File: config.mk
export PLATFORM = sky130hd
export DESIGN_NAME = ddr_axi_address_port
export DESIGN_NICKNAME = d
export VERILOG_FILES = /design/src/verilog/addr_port_pkg.sv /design/src/verilog/addr_slot.sv /design/src/verilog/ddr_axi_address_port.sv
export SDC_FILE = /design/constraint.sdc
export NUM_CORES = 1
export LEC_CHECK = 0
export BUFFER_PORTS_ARGS = -buffer_cell sky130_fd_sc_hd__buf_4
export CAP_MARGIN = 0
export CORE_MARGIN = 1
export CORE_UTILIZATION = 53
export CTS_BUF_LIST = sky130_fd_sc_hd__clkbuf_2 sky130_fd_sc_hd__clkbuf_4 sky130_fd_sc_hd__clkbuf_8
export CTS_CLUSTER_SIZE = 20
export DETAILED_ROUTE_END_ITERATION = 10
export PLACE_DENSITY = 0.94
export SYNTH_ARGS = -nofsm -noshare
export SYNTH_HDL_FRONTEND = slang
export SYNTH_HIERARCHICAL = 1
export SYNTH_SLANG_ARGS = --single-unit
File: constraint.sdc
create_clock -name clk -period 5.66 [get_ports clk]
set_clock_uncertainty 0.05 [all_clocks]
set_input_delay 0.283 -clock clk [delete_from_list [all_inputs] [get_ports clk]]
set_output_delay 0.283 -clock clk [all_outputs]
set_load 0.03 [all_outputs]
File: src/verilog/addr_port_pkg.sv
// shared constants and types for the dram address-channel front end
package addr_port_pkg;
   // =====================================================
   // field widths
   localparam int ADDR_W  = 33;
   localparam int ID_W    = 6;
   localparam int LEN_W   = 8;
   localparam int SIZE_W  = 3;
   localparam int BURST_W = 2;
   localparam int CACHE_W = 4;
   // =====================================================
   // burst type encodings
   localparam logic [1:0] BURST_INCR = 2'h1;
   localparam logic [1:0] BURST_WRAP = 2'h2;
   // longest burst allowed with all strobes set, as a length code
   localparam logic [7:0] ALLSTRB_MAX_LEN = 8'h0f;
   // =====================================================
   // reset values
   localparam logic       READY_RST = 1'b0;
   localparam logic [1:0] STATE_RST = 2'h1;
   // =====================================================
   typedef enum logic [1:0] {
      ST_EMPTY = 2'h1,
      ST_FULL  = 2'h2
   } slot_state_t;
endpackage

File: src/verilog/addr_slot.sv
// one address channel holding slot: accept, hold, hand on
`timescale 1ns/100ps
module addr_slot #(
   parameter int WIDTH = 64
) (
   // clock and reset
   input  wire logic             clk,
   input  wire logic             reset_n,
   // master side
   input  wire logic             in_valid,
   output      logic             in_ready,
   input  wire logic [WIDTH-1:0] in_data,
   // controller side
   output      logic             out_valid,
   input  wire logic             out_ready,
   output      logic [WIDTH-1:0] out_data
);
   import addr_port_pkg::*;

   initial begin
      if (WIDTH < 1) $error("addr_slot: WIDTH must be positive");
   end

   slot_state_t      state;
   slot_state_t      next_state;
   logic [WIDTH-1:0] data;
   logic [WIDTH-1:0] next_data;
   logic             live;
   logic             next_live;

   // ready only while the slot can really take a request; kept low in reset
   // and up to the first edge after it, so nothing is taken half out of reset
   assign in_ready  = live && (state == ST_EMPTY);
   assign out_valid = (state == ST_FULL);
   assign out_data  = data;

   always_comb begin
      next_state = state;
      next_data  = data;
      next_live  = 1'b1;
      unique case (state)
         ST_EMPTY: begin
            if (in_valid && live) begin
               next_state = ST_FULL;
               next_data  = in_data;
            end
         end
         ST_FULL: begin
            if (out_ready) begin
               next_state = ST_EMPTY;
            end
         end
         default: begin
            next_state = ST_EMPTY;
         end
      endcase
   end

   always_ff @(posedge clk or negedge reset_n) begin
      if (!reset_n) begin
         state <= slot_state_t'(STATE_RST);
         data  <= '0;
         live  <= READY_RST;
      end else begin
         state <= next_state;
         data  <= next_data;
         live  <= next_live;
      end
   end
endmodule

File: src/verilog/ddr_axi_address_port.sv
// axi4 read/write address channel front end of one dram controller port
// Contract
// - each request carries a 33-bit byte address of its first beat.
// - read burst type 01 increments, 10 wraps; beat address uses size.
// - an 8-bit length field gives the beat count of the burst.
// - a 3-bit size field gives bytes per beat.
// - a 6-bit id tags each request and its later responses.
// - address ready is high only when the request can be taken.
// - a lock input gives the atomic nature of each transfer.
// - a qos input may prioritise a request among pending ones.
// - a 4-bit memory type on writes says how they progress.
// - channels use the port's axi clock and active-low axi reset.
`timescale 1ns/100ps
module ddr_axi_address_port
   import addr_port_pkg::*;
#(
   parameter int AW = addr_port_pkg::ADDR_W
) (
   // clock and reset (axi clock, axi reset)
   input  wire logic                      clk,
   input  wire logic                      reset_n,
   // read address channel
   input  wire logic [AW-1:0]             araddr,
   input  wire logic [BURST_W-1:0]        arburst,
   input  wire logic [ID_W-1:0]           arid,
   input  wire logic [LEN_W-1:0]          arlen,
   input  wire logic [SIZE_W-1:0]         arsize,
   input  wire logic                      arvalid,
   output      logic                      arready,
   input  wire logic                      arlock,
   input  wire logic                      read_auto_precharge,
   input  wire logic                      arqos,
   // write address channel
   input  wire logic [AW-1:0]             awaddr,
   input  wire logic [BURST_W-1:0]        awburst,
   input  wire logic [ID_W-1:0]           awid,
   input  wire logic [LEN_W-1:0]          awlen,
   input  wire logic [SIZE_W-1:0]         awsize,
   input  wire logic                      awvalid,
   output      logic                      awready,
   input  wire logic                      awlock,
   input  wire logic                      write_auto_precharge,
   input  wire logic                      awqos,
   input  wire logic [CACHE_W-1:0]        awcache,
   input  wire logic                      write_all_strobes_set,
   input  wire logic                      write_coherent_bufferable_sel,
   // read command to scheduler
   output      logic                      rd_cmd_valid,
   input  wire logic                      rd_cmd_ready,
   output      logic [AW-1:0]             rd_cmd_addr,
   output      logic [AW-1:0]             rd_cmd_wrap_base,
   output      logic                      rd_cmd_wrap,
   output      logic [ID_W-1:0]           rd_cmd_id,
   output      logic [LEN_W-1:0]          rd_cmd_len,
   output      logic [SIZE_W-1:0]         rd_cmd_size,
   output      logic                      rd_cmd_lock,
   output      logic                      rd_cmd_precharge,
   output      logic                      rd_cmd_qos,
   output      logic                      rd_cmd_burst_err,
   // write command to scheduler
   output      logic                      wr_cmd_valid,
   input  wire logic                      wr_cmd_ready,
   output      logic [AW-1:0]             wr_cmd_addr,
   output      logic [BURST_W-1:0]        wr_cmd_burst,
   output      logic [ID_W-1:0]           wr_cmd_id,
   output      logic [LEN_W-1:0]          wr_cmd_len,
   output      logic [SIZE_W-1:0]         wr_cmd_size,
   output      logic                      wr_cmd_lock,
   output      logic                      wr_cmd_precharge,
   output      logic                      wr_cmd_qos,
   output      logic [CACHE_W-1:0]        wr_cmd_cache,
   output      logic                      wr_cmd_full_mask,
   output      logic                      wr_cmd_coherent,
   // qos hint: the pending request with qos set goes first
   output      logic                      prefer_write
);
   import addr_port_pkg::*;

   initial begin
      if (AW != ADDR_W) $error("address width must be 33");
   end

   // =====================================================
   // address arithmetic
   // wrap boundary: beats times beat size, a power of two for legal wraps
   function automatic logic [AW-1:0] wrap_base(
      input logic [AW-1:0]     addr,
      input logic [LEN_W-1:0]  len,
      input logic [SIZE_W-1:0] size
   );
      logic [AW-1:0] span;
      span = (AW'(len) + AW'(1)) << size;
      return addr & ~(span - AW'(1));
   endfunction

   // =====================================================
   // read channel
   localparam int RD_W = AW + BURST_W + ID_W + LEN_W + SIZE_W + 3;
   localparam int WR_W = AW + BURST_W + ID_W + LEN_W + SIZE_W + 3
                         + CACHE_W + 2;

   logic [RD_W-1:0] rd_in;
   logic [RD_W-1:0] rd_out;
   logic [BURST_W-1:0] rd_burst;
   logic [WR_W-1:0] wr_in;
   logic [WR_W-1:0] wr_out;
   logic            wr_allstrb;

   // all fields captured together on the accepting edge
   assign rd_in = {araddr, arburst, arid, arlen, arsize,
                   arlock, read_auto_precharge, arqos};

   addr_slot #(.WIDTH(RD_W)) u_rd_slot (
      .clk       (clk),
      .reset_n   (reset_n),
      .in_valid  (arvalid),
      .in_ready  (arready),
      .in_data   (rd_in),
      .out_valid (rd_cmd_valid),
      .out_ready (rd_cmd_ready),
      .out_data  (rd_out)
   );

   assign {rd_cmd_addr, rd_burst, rd_cmd_id, rd_cmd_len, rd_cmd_size,
           rd_cmd_lock, rd_cmd_precharge, rd_cmd_qos} = rd_out;

   // decode burst type; fixed and reserved bursts are still presented but are flagged
   assign rd_cmd_wrap      = (rd_burst == BURST_WRAP);
   assign rd_cmd_burst_err = (rd_burst != BURST_INCR)
                             && (rd_burst != BURST_WRAP);
   assign rd_cmd_wrap_base = rd_cmd_wrap
      ? wrap_base(rd_cmd_addr, rd_cmd_len, rd_cmd_size)
      : rd_cmd_addr;

   // =====================================================
   // write channel
   assign wr_in = {awaddr, awburst, awid, awlen, awsize, awlock,
                   write_auto_precharge, awqos, awcache,
                   write_all_strobes_set, write_coherent_bufferable_sel};

   addr_slot #(.WIDTH(WR_W)) u_wr_slot (
      .clk       (clk),
      .reset_n   (reset_n),
      .in_valid  (awvalid),
      .in_ready  (awready),
      .in_data   (wr_in),
      .out_valid (wr_cmd_valid),
      .out_ready (wr_cmd_ready),
      .out_data  (wr_out)
   );

   assign {wr_cmd_addr, wr_cmd_burst, wr_cmd_id, wr_cmd_len, wr_cmd_size,
           wr_cmd_lock, wr_cmd_precharge, wr_cmd_qos, wr_cmd_cache,
           wr_allstrb, wr_cmd_coherent} = wr_out;

   // longer bursts fall back to per-beat strobes, which is always safe
   assign wr_cmd_full_mask = wr_allstrb
                             && (wr_cmd_len <= ALLSTRB_MAX_LEN);

   // =====================================================
   // qos arbitration hint
   always_comb begin
      prefer_write = 1'b0;
      if (wr_cmd_valid && rd_cmd_valid) begin
         prefer_write = wr_cmd_qos && !rd_cmd_qos;
      end else begin
         prefer_write = wr_cmd_valid;
      end
   end
endmodule

==> out/qor.yml, run 1 <==
run_status:
  status: "finished, violations left"
  violations: "design-rule violations"
placed_design:
  place_hpwl_mm: 13.43
  gp_congestion: 0.8785
  dp_cells: 884
  portBuffers: 275
final_layout:
  drive_gt1_share_pct: 55.61
  antenna_cells: 0
  num-nets-final: 906
  area_growth_pct: 41.44
  layout.cells.non_filler: 936
  finish.utilization_pct: 78.25
  layout_common_cells: "278 x buf_4, 120 x dfrtp_1, 86 x mux2_4, 30 x mux2_2, 22 x nand2_1"
  layout_commonest_cell: "buf_4"
setup_path:
  required_ns: 5.33
  rr_worst_depth: 3
  cp_num_cells: 10
  cp.buffers_inverters: 1
  ff2ff_setup_slack_ns: 3.51
  crit_family: "flip-flops"
  r2r_end: "u_rd_slot/out_data[19]$_DFFE_PN0P_"
  worst-path-max-fanout: 36
  critPathArrivalTime_ns: 4.18
  path_class: "reg -> out"
  critPathSlowestCell: "dfrtp_1"
  crit_path_end_kind: "output port"
  worstPathCellList: "mux2_2 -> o2bb2ai_1 -> o21ai_1 -> nand4b_1 -> a211oi_1 -> nand4_2 -> nor4b_1 -> ha_1 -> o21a_1 -> buf_4"
  critical_path.startpoint_type: "register"
  r2r_start: "u_rd_slot/state[0]$_DFFE_PN1P_"
  critPathMaxStageDelay_ns: 0.98
timing:
  slew_violations: 0
  tightest_slew_ns: 1.085
  period_needed_ns: 4.510
  fin_setup_tns_ns: 0
  setup_viol: 0
  clock.fmax_mhz: 221.7
  rsz0062_at_grt: "false"
  relSlewSlack_pct: 27.65
  fin_crit_sh_pct: 79.68
  hold_violations: 0
clocking:
  cts-htree-levels: 4
  tritoncts: "done"
  numCtsBuffers: 17
  cts_resized: 0
  numClockSinks: 122
  clk_pin_slew_ns: 0.07
  clk_latency_ns: 0.44
  clk_root_buffer_cell: "clkbuf_8"
  cts_buffer_depth: 2
power_and_ir_drop:
  p_total_mw: 4.044
  p_int_mw: 2.361
  peakVddDrop_mv: 0.3179
  pwr-share-clk_pct: 20.6
  power.switching_mw: 1.683
  p_leak_nw: 4.591
  combPwrFrac_pct: 47.2
  switching_share_pct: 41.62
  power.density_mw_per_mm2: 445.0
  seq_power_share_pct: 32.2
detailed_routing:
  routed_wl_mm: 20.11
  drc: 13
  routedWlPerCell_um: 21.48
  antenna_left: 0
  via_per_inst: 5.632
  drtIter0Drc: 306
  vias: 5272
  firstDrtPassIters: 8
run:
  drv_cap: 0
synth:
  synthTopCellsByArea: "dfrtp_1 47%, mux2_4 20%, mux2_2 5.3%, buf_6 2.3%, nor2b_1 1.8%"
  syn_area_mm2: 0.006425
  ys.flop_type: "dfrtp_1"
  ys.warnings.count: 6
  syn_nets: 618
  synth_edf_count: 0
  synth-async-reset-ratio_pct: 100.0
  synth.top_cell.area_share_pct: 46.74
  yosys.area.top_type: "dfrtp_1"
  ys_seq_elements: 122
  synth_cells: 492
  syn_area_per_cell_um2: 13.06
  ys_types: 68
  seq_area_frac_synth_pct: 47.56
floorplanning:
  dieHeight_um: 112.1
  rows: 39
  ios: 276
  dieArea_mm2: 0.01257
  die_w_um: 112.1
  start_util_pct: 55.32
  coreArea_mm2: 0.01161
hold_path:
  min_path_type: "in -> reg"
  hold_path_end: "u_wr_slot/out_data[25]$_DFFE_PN0P_"
  min_delay_path_depth: 2
  min-delay-start: "awid[5]"
grt:
  antenna_found_initial: 0
  grt_pass1_wl_mm: 30.71
  met3_usage_pct: 10.04
  grt_pass1_vias: 5658
  met2_usage_pct: 57.35
  grt_usage_pct: 32.21
  grt_max_degree: 86
  use_met1_pct: 35.46
  grt.busiest_layer: "met2"
  grt_overflow: 0
[repair_timing]
| action | CTS | global route |
|---|---|---|
| endpoints found under the hold margin | 53 | 4 |
| setup buffers | 0 | 0 |
| hold buffers | 16 | 4 |
[cells in the mapped netlist (all sizes together) (3+ instances only)]
master,n
nand4,7
ha,4
a21oi,9
and3,6
a211oi,4
clkbuf,6
nand3,12
a31oi,5
a21o,3
dfrtp,120
inv,8
nor2,14
a21boi,8
nor3,6
and2,3
a31o,3
o21a,6
nor2b,18
xnor2,6
nand2,23
nand4b,3
xor2,5
nand2b,13
o211ai,3
o21ai,15
mux2,119
clkinv,3
or3,4
buf,23
[per-stage QoR]
| step | instance area (um^2) | setup slack [ns] | hold slack, ns |
|---|---|---|---|
| 2_1_floorplan | 6425 | 2.086 | -0.06259 |
| 3_3_place_gp | 8468 | 1.828 | 0.2143 |
| 3_5_place_dp | 8468 | 1.686 | 0.2207 |
| 4_1_cts | 9047 | 1.192 | 0.001031 |
| 5_1_grt | 9087 | 0.9014 | 0.0001358 |
| 6_report | 9087 | 1.150 | 0.01950 |
[kinds of logic (layout without fill, tap and decap cells)]
group	Yosys count	after routing	synth area share, %
other cells	2	2	0.1169
simple gates	116	116	11.16
buf+inv	40	341	4.109
compound gates	76	76	8.588
fa+ha+maj	4	4	0.7790
xor+xnor	11	11	1.499
flops	122	122	47.56
mux	121	121	26.19
[sequential cells by signal, indices dropped and copies added, names as in the netlist]
register and count:
u_wr_slot/out_data 61, u_rd_slot/live 1, u_wr_slot/live 1, u_wr_slot/state 2
u_rd_slot/state 2, u_rd_slot/out_data 55
[power by group through the flow]
stage / Clock (mW) / Sequential, mW / Combinational, mW
floorplan: 0 / 1.58 / 0.911
global placement: 0 / 1.28 / 1.83
detailed placement: 0 / 1.29 / 1.87
CTS: 0.844 / 1.29 / 1.89
global route: 0.879 / 1.32 / 2.00
finish: 0.834 / 1.30 / 1.91
[layer usage]
metal  wire length [um]  vias to the layer above
li1                   -                     2340
met1               7346                     2600
met2              10550                      278
met3               1522                       54
met4                689                        0
met5                  0                        -
[layout make-up]
cell class / count / area, um^2
fillers: 693 / 2526
multi-input cells: 330 / 3105
well taps: 143 / 178.9
flip-flops and latches: 122 / 3055
repair buffers: 298 / 2287
inverters: 11 / 41.29
clock buffers: 21 / 276.5
clock inverters: 11 / 142.6
[how the worst max path moves through the flow]
| stage | start | end | slack [ns] |
|---|---|---|---|
| 6_report | u_rd_slot/out_data[4]$_DFFE_PN0P_ | rd_cmd_wrap_base[15] | 1.15 |
| 2_1_floorplan | u_rd_slot/out_data[7]$_DFFE_PN0P_ | rd_cmd_wrap_base[14] | 2.09 |
| 4_1_cts | u_rd_slot/out_data[4]$_DFFE_PN0P_ | rd_cmd_wrap_base[15] | 1.19 |
| 3_5_place_dp | u_rd_slot/out_data[4]$_DFFE_PN0P_ | rd_cmd_wrap_base[15] | 1.69 |
| 5_1_grt | u_rd_slot/out_data[3]$_DFFE_PN0P_ | rd_cmd_wrap_base[22] | 0.90 |
| 3_3_place_gp | u_rd_slot/out_data[4]$_DFFE_PN0P_ | rd_cmd_wrap_base[15] | 1.83 |
(Power assumes the default switching activity.)
==> run 2, diff against run 1 <==
--- a/config.mk
+++ b/config.mk
@@ -8,11 +8,11 @@
 export BUFFER_PORTS_ARGS = -buffer_cell sky130_fd_sc_hd__buf_4
 export CAP_MARGIN = 0
 export CORE_MARGIN = 1
-export CORE_UTILIZATION = 53
+export CORE_UTILIZATION = 45
 export CTS_BUF_LIST = sky130_fd_sc_hd__clkbuf_2 sky130_fd_sc_hd__clkbuf_4 sky130_fd_sc_hd__clkbuf_8
 export CTS_CLUSTER_SIZE = 20
 export DETAILED_ROUTE_END_ITERATION = 10
-export PLACE_DENSITY = 0.94
+export PLACE_DENSITY = 0.85
 export SYNTH_ARGS = -nofsm -noshare
 export SYNTH_HDL_FRONTEND = slang
 export SYNTH_HIERARCHICAL = 1
==> constraint.sdc (replaced) <==
create_clock -name clk -period 4.1 [get_ports clk]
set_clock_uncertainty 0.05 [all_clocks]
set_input_delay 0.205 -clock clk [delete_from_list [all_inputs] [get_ports clk]]
set_output_delay 0.205 -clock clk [all_outputs]
set_load 0.03 [all_outputs]
==> run 2 against run 1 <==
  * The run now ends clean
  * Worst setup slack got worse by 0.94 ns
  * Non-clock buffer count increased by 108
  * Critical path type unchanged
  * Flip-flop and latch count is the same
  * Clock power is 41% higher
  * Critical endpoint is now rd_cmd_wrap_base[16]
  * First-iteration DRC count is 3.9% higher
  * Highest routed layer unchanged
  * Via count is 10% higher
==> out/qor.yml, run 2 (same netlist as run 1, synthesis figures left out) <==
setup_path:
  r2r_start: "u_rd_slot/state[0]$_DFFE_PN1P_"  # unchanged
  path_class: "reg -> out"  # unchanged
  worst-path-max-fanout: 12  # was 36
  critical_path.startpoint_type: "register"  # unchanged
  startpoint: "u_rd_slot/out_data[8]$_DFFE_PN0P_"  # was u_rd_slot/out_data[4]$_DFFE_PN0P_
  required_ns: 3.85  # was 5.33 ns
  crit_path_end_kind: "output port"  # unchanged
  critPathArrivalTime_ns: 3.64  # was 4.18 ns
final_layout:
  drive_gt1_share_pct: 50.83  # was 55.61%
  num-nets-final: 1014  # was 906
  layout_commonest_cell: "buf_4"  # unchanged
  area_growth_pct: 59.36  # was 41.44%
  layout_common_cells: "287 x buf_4, 119 x dlygate4sd3_1, 117 x dfrtp_1, 86 x mux2_4, 30 x mux2_2"  # was 278 x buf_4, 120 x dfrtp_1, 86 x mux2_4, 30 x mux2_2, 22 x nand2_1
  layout.cells.non_filler: 1081  # was 936
  antenna_cells: 0  # unchanged
  largest_reg_flops: 61  # unchanged
grt:
  grt_pass1_vias: 6187  # was 5658
  grt_usage_pct: 30.02  # was 32.21%
  grt_pass1_wl_mm: 32.89  # was 30.71 mm
  grt_max_degree: 51  # was 86
  grt_overflow: 0  # unchanged
  antenna_found_initial: 0  # unchanged
detailed_routing:
  drtIter0Drc: 318  # was 306
  routed_wl_mm: 21.73  # was 20.11 mm
  drc: 0  # was 13
  routedWlPerCell_um: 20.10  # was 21.48 um
  via_per_inst: 5.364  # was 5.632
  vias: 5798  # was 5272
  antenna_left: 0  # unchanged
  firstDrtPassIters: 5  # was 8
timing:
  setup_viol: 0  # unchanged
  period_needed_ns: 3.894
  fin_hold_ws_ns: 0.2520  # was 0.01950 ns
  hold_violations: 0  # unchanged
  relSlewSlack_pct: 31.63  # was 27.65%
  fin_setup_tns_ns: 0  # unchanged
  finalWorstSetupSlack_ns: 0.2065  # was 1.150 ns
  slew_violations: 0  # unchanged
  tightest_slew_ns: 1.026  # was 1.085 ns
  clock.fmax_mhz: 256.8
  fin_crit_sh_pct: 94.96
  rsz0062_at_grt: "false"  # unchanged
floorplanning:
  dieArea_mm2: 0.01476  # was 0.01257 mm^2
  coreArea_mm2: 0.01388  # was 0.01161 mm^2
  rows: 43  # was 39
  start_util_pct: 46.29  # was 55.32%
  dieHeight_um: 121.5  # was 112.1 um
  die_w_um: 121.5  # was 112.1 um
  ios: 276  # unchanged
clocking:
  numCtsBuffers: 17  # unchanged
  cts-htree-levels: 4  # unchanged
  clk_latency_ns: 0.43  # was 0.44 ns
  clk_pin_slew_ns: 0.09  # was 0.07 ns
  tritoncts: "done"  # unchanged
  numClockSinks: 122  # unchanged
  clk_root_buffer_cell: "clkbuf_8"  # unchanged
  cts_buffer_depth: 2  # unchanged
power_and_ir_drop:
  p_total_mw: 5.741  # was 4.044 mW
  peakVddDrop_mv: 0.2922  # was 0.3179 mV
  p_leak_nw: 5.047  # was 4.591 nW
  power.density_mw_per_mm2: 560.7  # was 445.0 mW/mm^2
placed_design:
  dp_cells: 928  # was 884
  place_hpwl_mm: 13.36  # was 13.43 mm
  portBuffers: 275  # unchanged
  pre_cts_slack_ns: 0.3682  # was 1.686 ns
  gp_congestion: 0.8476  # was 0.8785
hold_path:
  min_path_type: "in -> async"  # was in -> reg
run_status:
  status: "finished, final reports clean"  # was finished, violations left
run:
  drv_cap: 0  # unchanged
[run 2: cell count changes in the layout (fill, tap and decap cells not counted), sizes merged]
cell / change
inv: +5
dlygate4sd3: +99
clkinv: -2
clkbuf: -3
buf: +9
[run 2: stage by stage]
step,util (%),cell area (um^2)
after floorplan,-,6425
after global placement,61.72,8567
after detailed placement,61.72,8567
after CTS,73.45,10200
after global routing,73.76,10240
final,73.76,10240
[run 2: final timing paths]
| check | end | cells past startpoint | slack [ns] |
|---|---|---|---|
| max in group asynchronous | u_rd_slot/out_data[6]$_DFFE_PN0P_ | 3 | 2.69 |
| min reg2reg | u_rd_slot/out_data[14]$_DFFE_PN0P_ | 1 | 0.46 |
| max reg2reg | u_rd_slot/out_data[22]$_DFFE_PN0P_ | 3 | 1.68 |
| min | u_wr_slot/out_data[55]$_DFFE_PN0P_ | 2 | 0.25 |
| max | rd_cmd_wrap_base[16] | 9 | 0.21 |
| min in group clk | u_wr_slot/state[1]$_DFFE_PN0P_ | 3 | 0.46 |
[run 2: worst max-delay path, stage by stage, from the launching register on]
cell	delay [ns]
dfrtp_2	0.48
nand3_2	0.25
a32o_1	0.33
o41a_1	0.45
o41ai_4	0.48
nand4_2	0.32
nor3_4	0.37
buf_4	0.26
nor2b_1	0.09
buf_4	0.17
[run 2: routing by layer]
metal | vias up | part of all wire (%) | GRT usage [%] | wire length (um)
met4 | 0 | 4.2 | 16.05 | 906
met2 | 287 | 52 | 52.66 | 11310
met5 | - | 0 | 0 | 0
met3 | 62 | 6.6 | 7.989 | 1443
met1 | 2884 | 37 | 32.88 | 8070
li1 | 2565 | - | - | -
[run 2: repair_timing]
action / CTS / global route
endpoints found under the setup margin: 8 / 13
gates resized for setup: 3 / 6
hold endpoints to repair: 168 / 0
pin swaps: 0 / 2
hold buffers: 119 / 0
gates cloned: 0 / 0
buffers inserted: 0 / 2
[run 2: power by group]
part	switching [mW]	internal, mW	leakage, nW	total, mW
Sequential	0.273	1.48	1.43	1.75
Clock	0.544	0.633	0.213	1.18
Combinational	1.59	1.23	3.40	2.81
Total	2.41	3.34	5.05	5.74
[run 2: layout make-up]
class / count / area [um^2]
Clock buffer: 18 / 247.7
Timing Repair Buffer: 406 / 3346
Clock inverter: 14 / 182.7
Sequential cell: 122 / 3059
Tap cell: 180 / 225.2
Multi-Input combinational cell: 330 / 3137
Inverter: 11 / 41.29
Fill cell: 855 / 3642
==> run 3, diff against run 2 <==
--- a/config.mk
+++ b/config.mk
@@ -7,7 +7,7 @@
 export LEC_CHECK = 0
 export BUFFER_PORTS_ARGS = -buffer_cell sky130_fd_sc_hd__buf_4
 export CAP_MARGIN = 0
-export CORE_MARGIN = 1
+export CORE_MARGIN = 3
 export CORE_UTILIZATION = 45
 export CTS_BUF_LIST = sky130_fd_sc_hd__clkbuf_2 sky130_fd_sc_hd__clkbuf_4 sky130_fd_sc_hd__clkbuf_8
 export CTS_CLUSTER_SIZE = 20
==> run 3 against run 2 <==
  * Fmax fell by 0.20%
  * Total power rose by 0.73%
  * Hold slack improved by 0.036 ns
  * Final area barely moved
  * Critical endpoint is now rd_cmd_wrap_base[15]
  * Combinational power rose by 1%
  * Global-route usage fell by 1.2 points
  * Flip-flop and latch count did not move
  * Register-to-register slack improved by 0.08 ns
  * Sequential power barely moved
==> out/qor.yml, run 3 (same netlist as run 1, synthesis figures left out) <==
grt:
  met3_usage_pct: 8.159  # was 7.989%
  antenna_found_initial: 0  # unchanged
  grt.busiest_layer: "met2"  # unchanged
  met2_usage_pct: 49.18  # was 52.66%
  grt_max_degree: 56  # was 51
  grt_pass1_vias: 6345  # was 6187
  grt_overflow: 0  # unchanged
  use_met1_pct: 33.43  # was 32.88%
  grt_usage_pct: 28.78  # was 30.02%
  grt_pass1_wl_mm: 35.22  # was 32.89 mm
clocking:
  tritoncts: "done"  # unchanged
  clk_root_buffer_cell: "clkbuf_8"  # unchanged
  numCtsBuffers: 17  # unchanged
  cts_buffer_depth: 2  # unchanged
  cts-htree-levels: 4  # unchanged
  clk_latency_ns: 0.44  # was 0.43 ns
  numClockSinks: 122  # unchanged
  clk_pin_slew_ns: 0.09  # about the same
floorplanning:
  dieArea_mm2: 0.01575  # was 0.01476 mm^2
  ios: 276  # unchanged
  coreArea_mm2: 0.01393  # was 0.01388 mm^2
  rows: 43  # unchanged
  dieHeight_um: 125.5  # was 121.5 um
  start_util_pct: 46.11  # was 46.29%
  die_w_um: 125.5  # was 121.5 um
power_and_ir_drop:
  pwr-share-clk_pct: 20.2  # was 20.5%
  power.density_mw_per_mm2: 564.5  # was 560.7 mW/mm^2
  peakVddDrop_mv: 0.4098  # was 0.2922 mV
  switching_share_pct: 42.11  # was 41.90%
  seq_power_share_pct: 30.6  # was 30.5%
  p_leak_nw: 5.040  # was 5.047 nW
  p_int_mw: 3.347  # was 3.336 mW
  power.switching_mw: 2.435  # was 2.405 mW
  combPwrFrac_pct: 49.2  # was 49.0%
placed_design:
  portBuffers: 275  # unchanged
  place_area_mm2: 0.008552  # was 0.008567 mm^2
  place_hpwl_mm: 13.61  # was 13.36 mm
  gp_congestion: 0.8577  # was 0.8476
  dp_cells: 926  # was 928
setup_path:
  crit_family: "simple AND/OR/NAND/NOR gates"  # was compound AO/OA/AOI/OAI gates
  cp.buffers_inverters: 1  # was 2
  critPathSlowestCell: "or4b_4"  # was dfrtp_2
  crit_path_end_kind: "output port"  # unchanged
  critPathArrivalTime_ns: 3.65  # was 3.64 ns
  required_ns: 3.85  # about the same
  path_class: "reg -> out"  # unchanged
  worst-path-max-fanout: 12  # unchanged
  critPathMaxStageDelay_ns: 0.55  # was 0.48 ns
  worstPathCellList: "nand3_2 -> or4b_4 -> nand4_1 -> nand4b_1 -> a211oi_4 -> nand4_4 -> nor4b_1 -> ha_1 -> o21a_1 -> buf_4"  # was nand3_2 -> a32o_1 -> o41a_1 -> o41ai_4 -> nand4_2 -> nor3_4 -> buf_4 -> nor2b_1 -> buf_4
  critical_path.startpoint_type: "register"  # unchanged
detailed_routing:
  via_per_inst: 5.325  # was 5.364
  routedWlPerCell_um: 21.04  # was 20.10 um
  antenna_left: 0  # unchanged
  firstDrtPassIters: 5  # unchanged
  drtIter0Drc: 331  # was 318
  drc: 0  # unchanged
  routed_wl_mm: 22.76  # was 21.73 mm
  vias: 5762  # was 5798
timing:
  fin_setup_tns_ns: 0  # unchanged
  fin_hold_ws_ns: 0.2876  # was 0.2520 ns
  fin_crit_sh_pct: 95.15  # was 94.96%
  period_needed_ns: 3.901  # was 3.894 ns
  hold_violations: 0  # unchanged
  tightest_slew_ns: 0.8989  # was 1.026 ns
  clock.fmax_mhz: 256.3  # was 256.8 MHz
  setup_viol: 0  # unchanged
  slew_violations: 0  # unchanged
  relSlewSlack_pct: 39.98  # was 31.63%
run_status:
  status: "finished, final reports clean"  # unchanged
final_layout:
  area_growth_pct: 59.44  # was 59.36%
  num-nets-final: 1015  # was 1014
  finish.utilization_pct: 73.51  # was 73.76%
  drive_gt1_share_pct: 51.22  # was 50.83%
  layout_commonest_cell: "buf_4"  # unchanged
  layout_common_cells: "288 x buf_4, 119 x dlygate4sd3_1, 113 x dfrtp_1, 86 x mux2_4, 30 x mux2_2"  # was 287 x buf_4, 119 x dlygate4sd3_1, 117 x dfrtp_1, 86 x mux2_4, 30 x mux2_2
  stdcell_area_mm2: 0.01024  # about the same
  antenna_cells: 0  # unchanged
  largest_reg_flops: 61  # unchanged
  layout.cells.non_filler: 1082  # was 1081
run:
  drv_cap: 0  # unchanged
hold_path:
  min_path_type: "in -> async"  # unchanged
## run 3: cell types whose count changed in the layout (fill, tap and decap cells not counted), sizes merged
cell / previous run / this run
inv: 15 / 11
clkinvlp: 2 / 3
clkinv: 5 / 7
clkbuf: 18 / 19
buf: 287 / 288
## run 3: metal layers
metal	wire, um	vias to the layer above
met2	11620	272
met4	962	0
met3	1542	63
li1	-	2560
met5	0	-
met1	8635	2867
## run 3: area by class of cell
type	count	area, um^2
Timing Repair Buffer	407	3353
Sequential cell	122	3064
Fill cell	848	3691
Clock buffer	19	255.2
Tap cell	180	225.2
Multi-Input combinational cell	330	3138
Inverter	11	41.29
Clock inverter	13	166.4
## run 3: final timing paths
kind	from	end	slack [ns]	cells after the start
min reg2reg	u_wr_slot/out_data[53]$_DFFE_PN0P_	u_wr_slot/out_data[53]$_DFFE_PN0P_	0.46	1
min in group clk	u_wr_slot/out_data[53]$_DFFE_PN0P_	u_wr_slot/out_data[53]$_DFFE_PN0P_	0.46	1
max reg2reg	u_wr_slot/state[0]$_DFFE_PN1P_	u_wr_slot/out_data[14]$_DFFE_PN0P_	1.76	3
min	reset_n	u_wr_slot/out_data[26]$_DFFE_PN0P_	0.29	2
max	u_rd_slot/out_data[8]$_DFFE_PN0P_	rd_cmd_wrap_base[15]	0.20	10
max in group asynchronous	reset_n	u_rd_slot/out_data[8]$_DFFE_PN0P_	2.68	3
## run 3: power groups by stage
stage	Sequential [mW]	Clock, mW	Combinational, mW
global route	1.80	1.24	2.99
global placement	1.74	0	2.57
finish	1.77	1.17	2.85
floorplan	2.18	0	1.26
CTS	1.74	1.18	2.73
detailed placement	1.75	0	2.62
## run 3: per-stage QoR
step,total power [mW],setup slack [ns]
after floorplan,3.439,0.6038
after global placement,4.312,0.4618
after detailed placement,4.369,0.2717
after CTS,5.644,0.04775
after global routing,6.023,-0.02625
final,5.783,0.1987
## run 3: worst register-to-register path, cell delays in order (launching register included)
cell	delay (ns)
dfstp_2	0.58
nand4b_4	0.60
buf_4	0.58
mux2_4	0.42
## run 3: repair_timing
action                                  in CTS  in global routing
hold buffers                               119                  0
endpoints found under the hold margin      173                  0
pin swaps                                    0                  2
setup buffers                                0                  5
endpoints found under the setup margin       2                 13
gates resized for setup                      3                 12
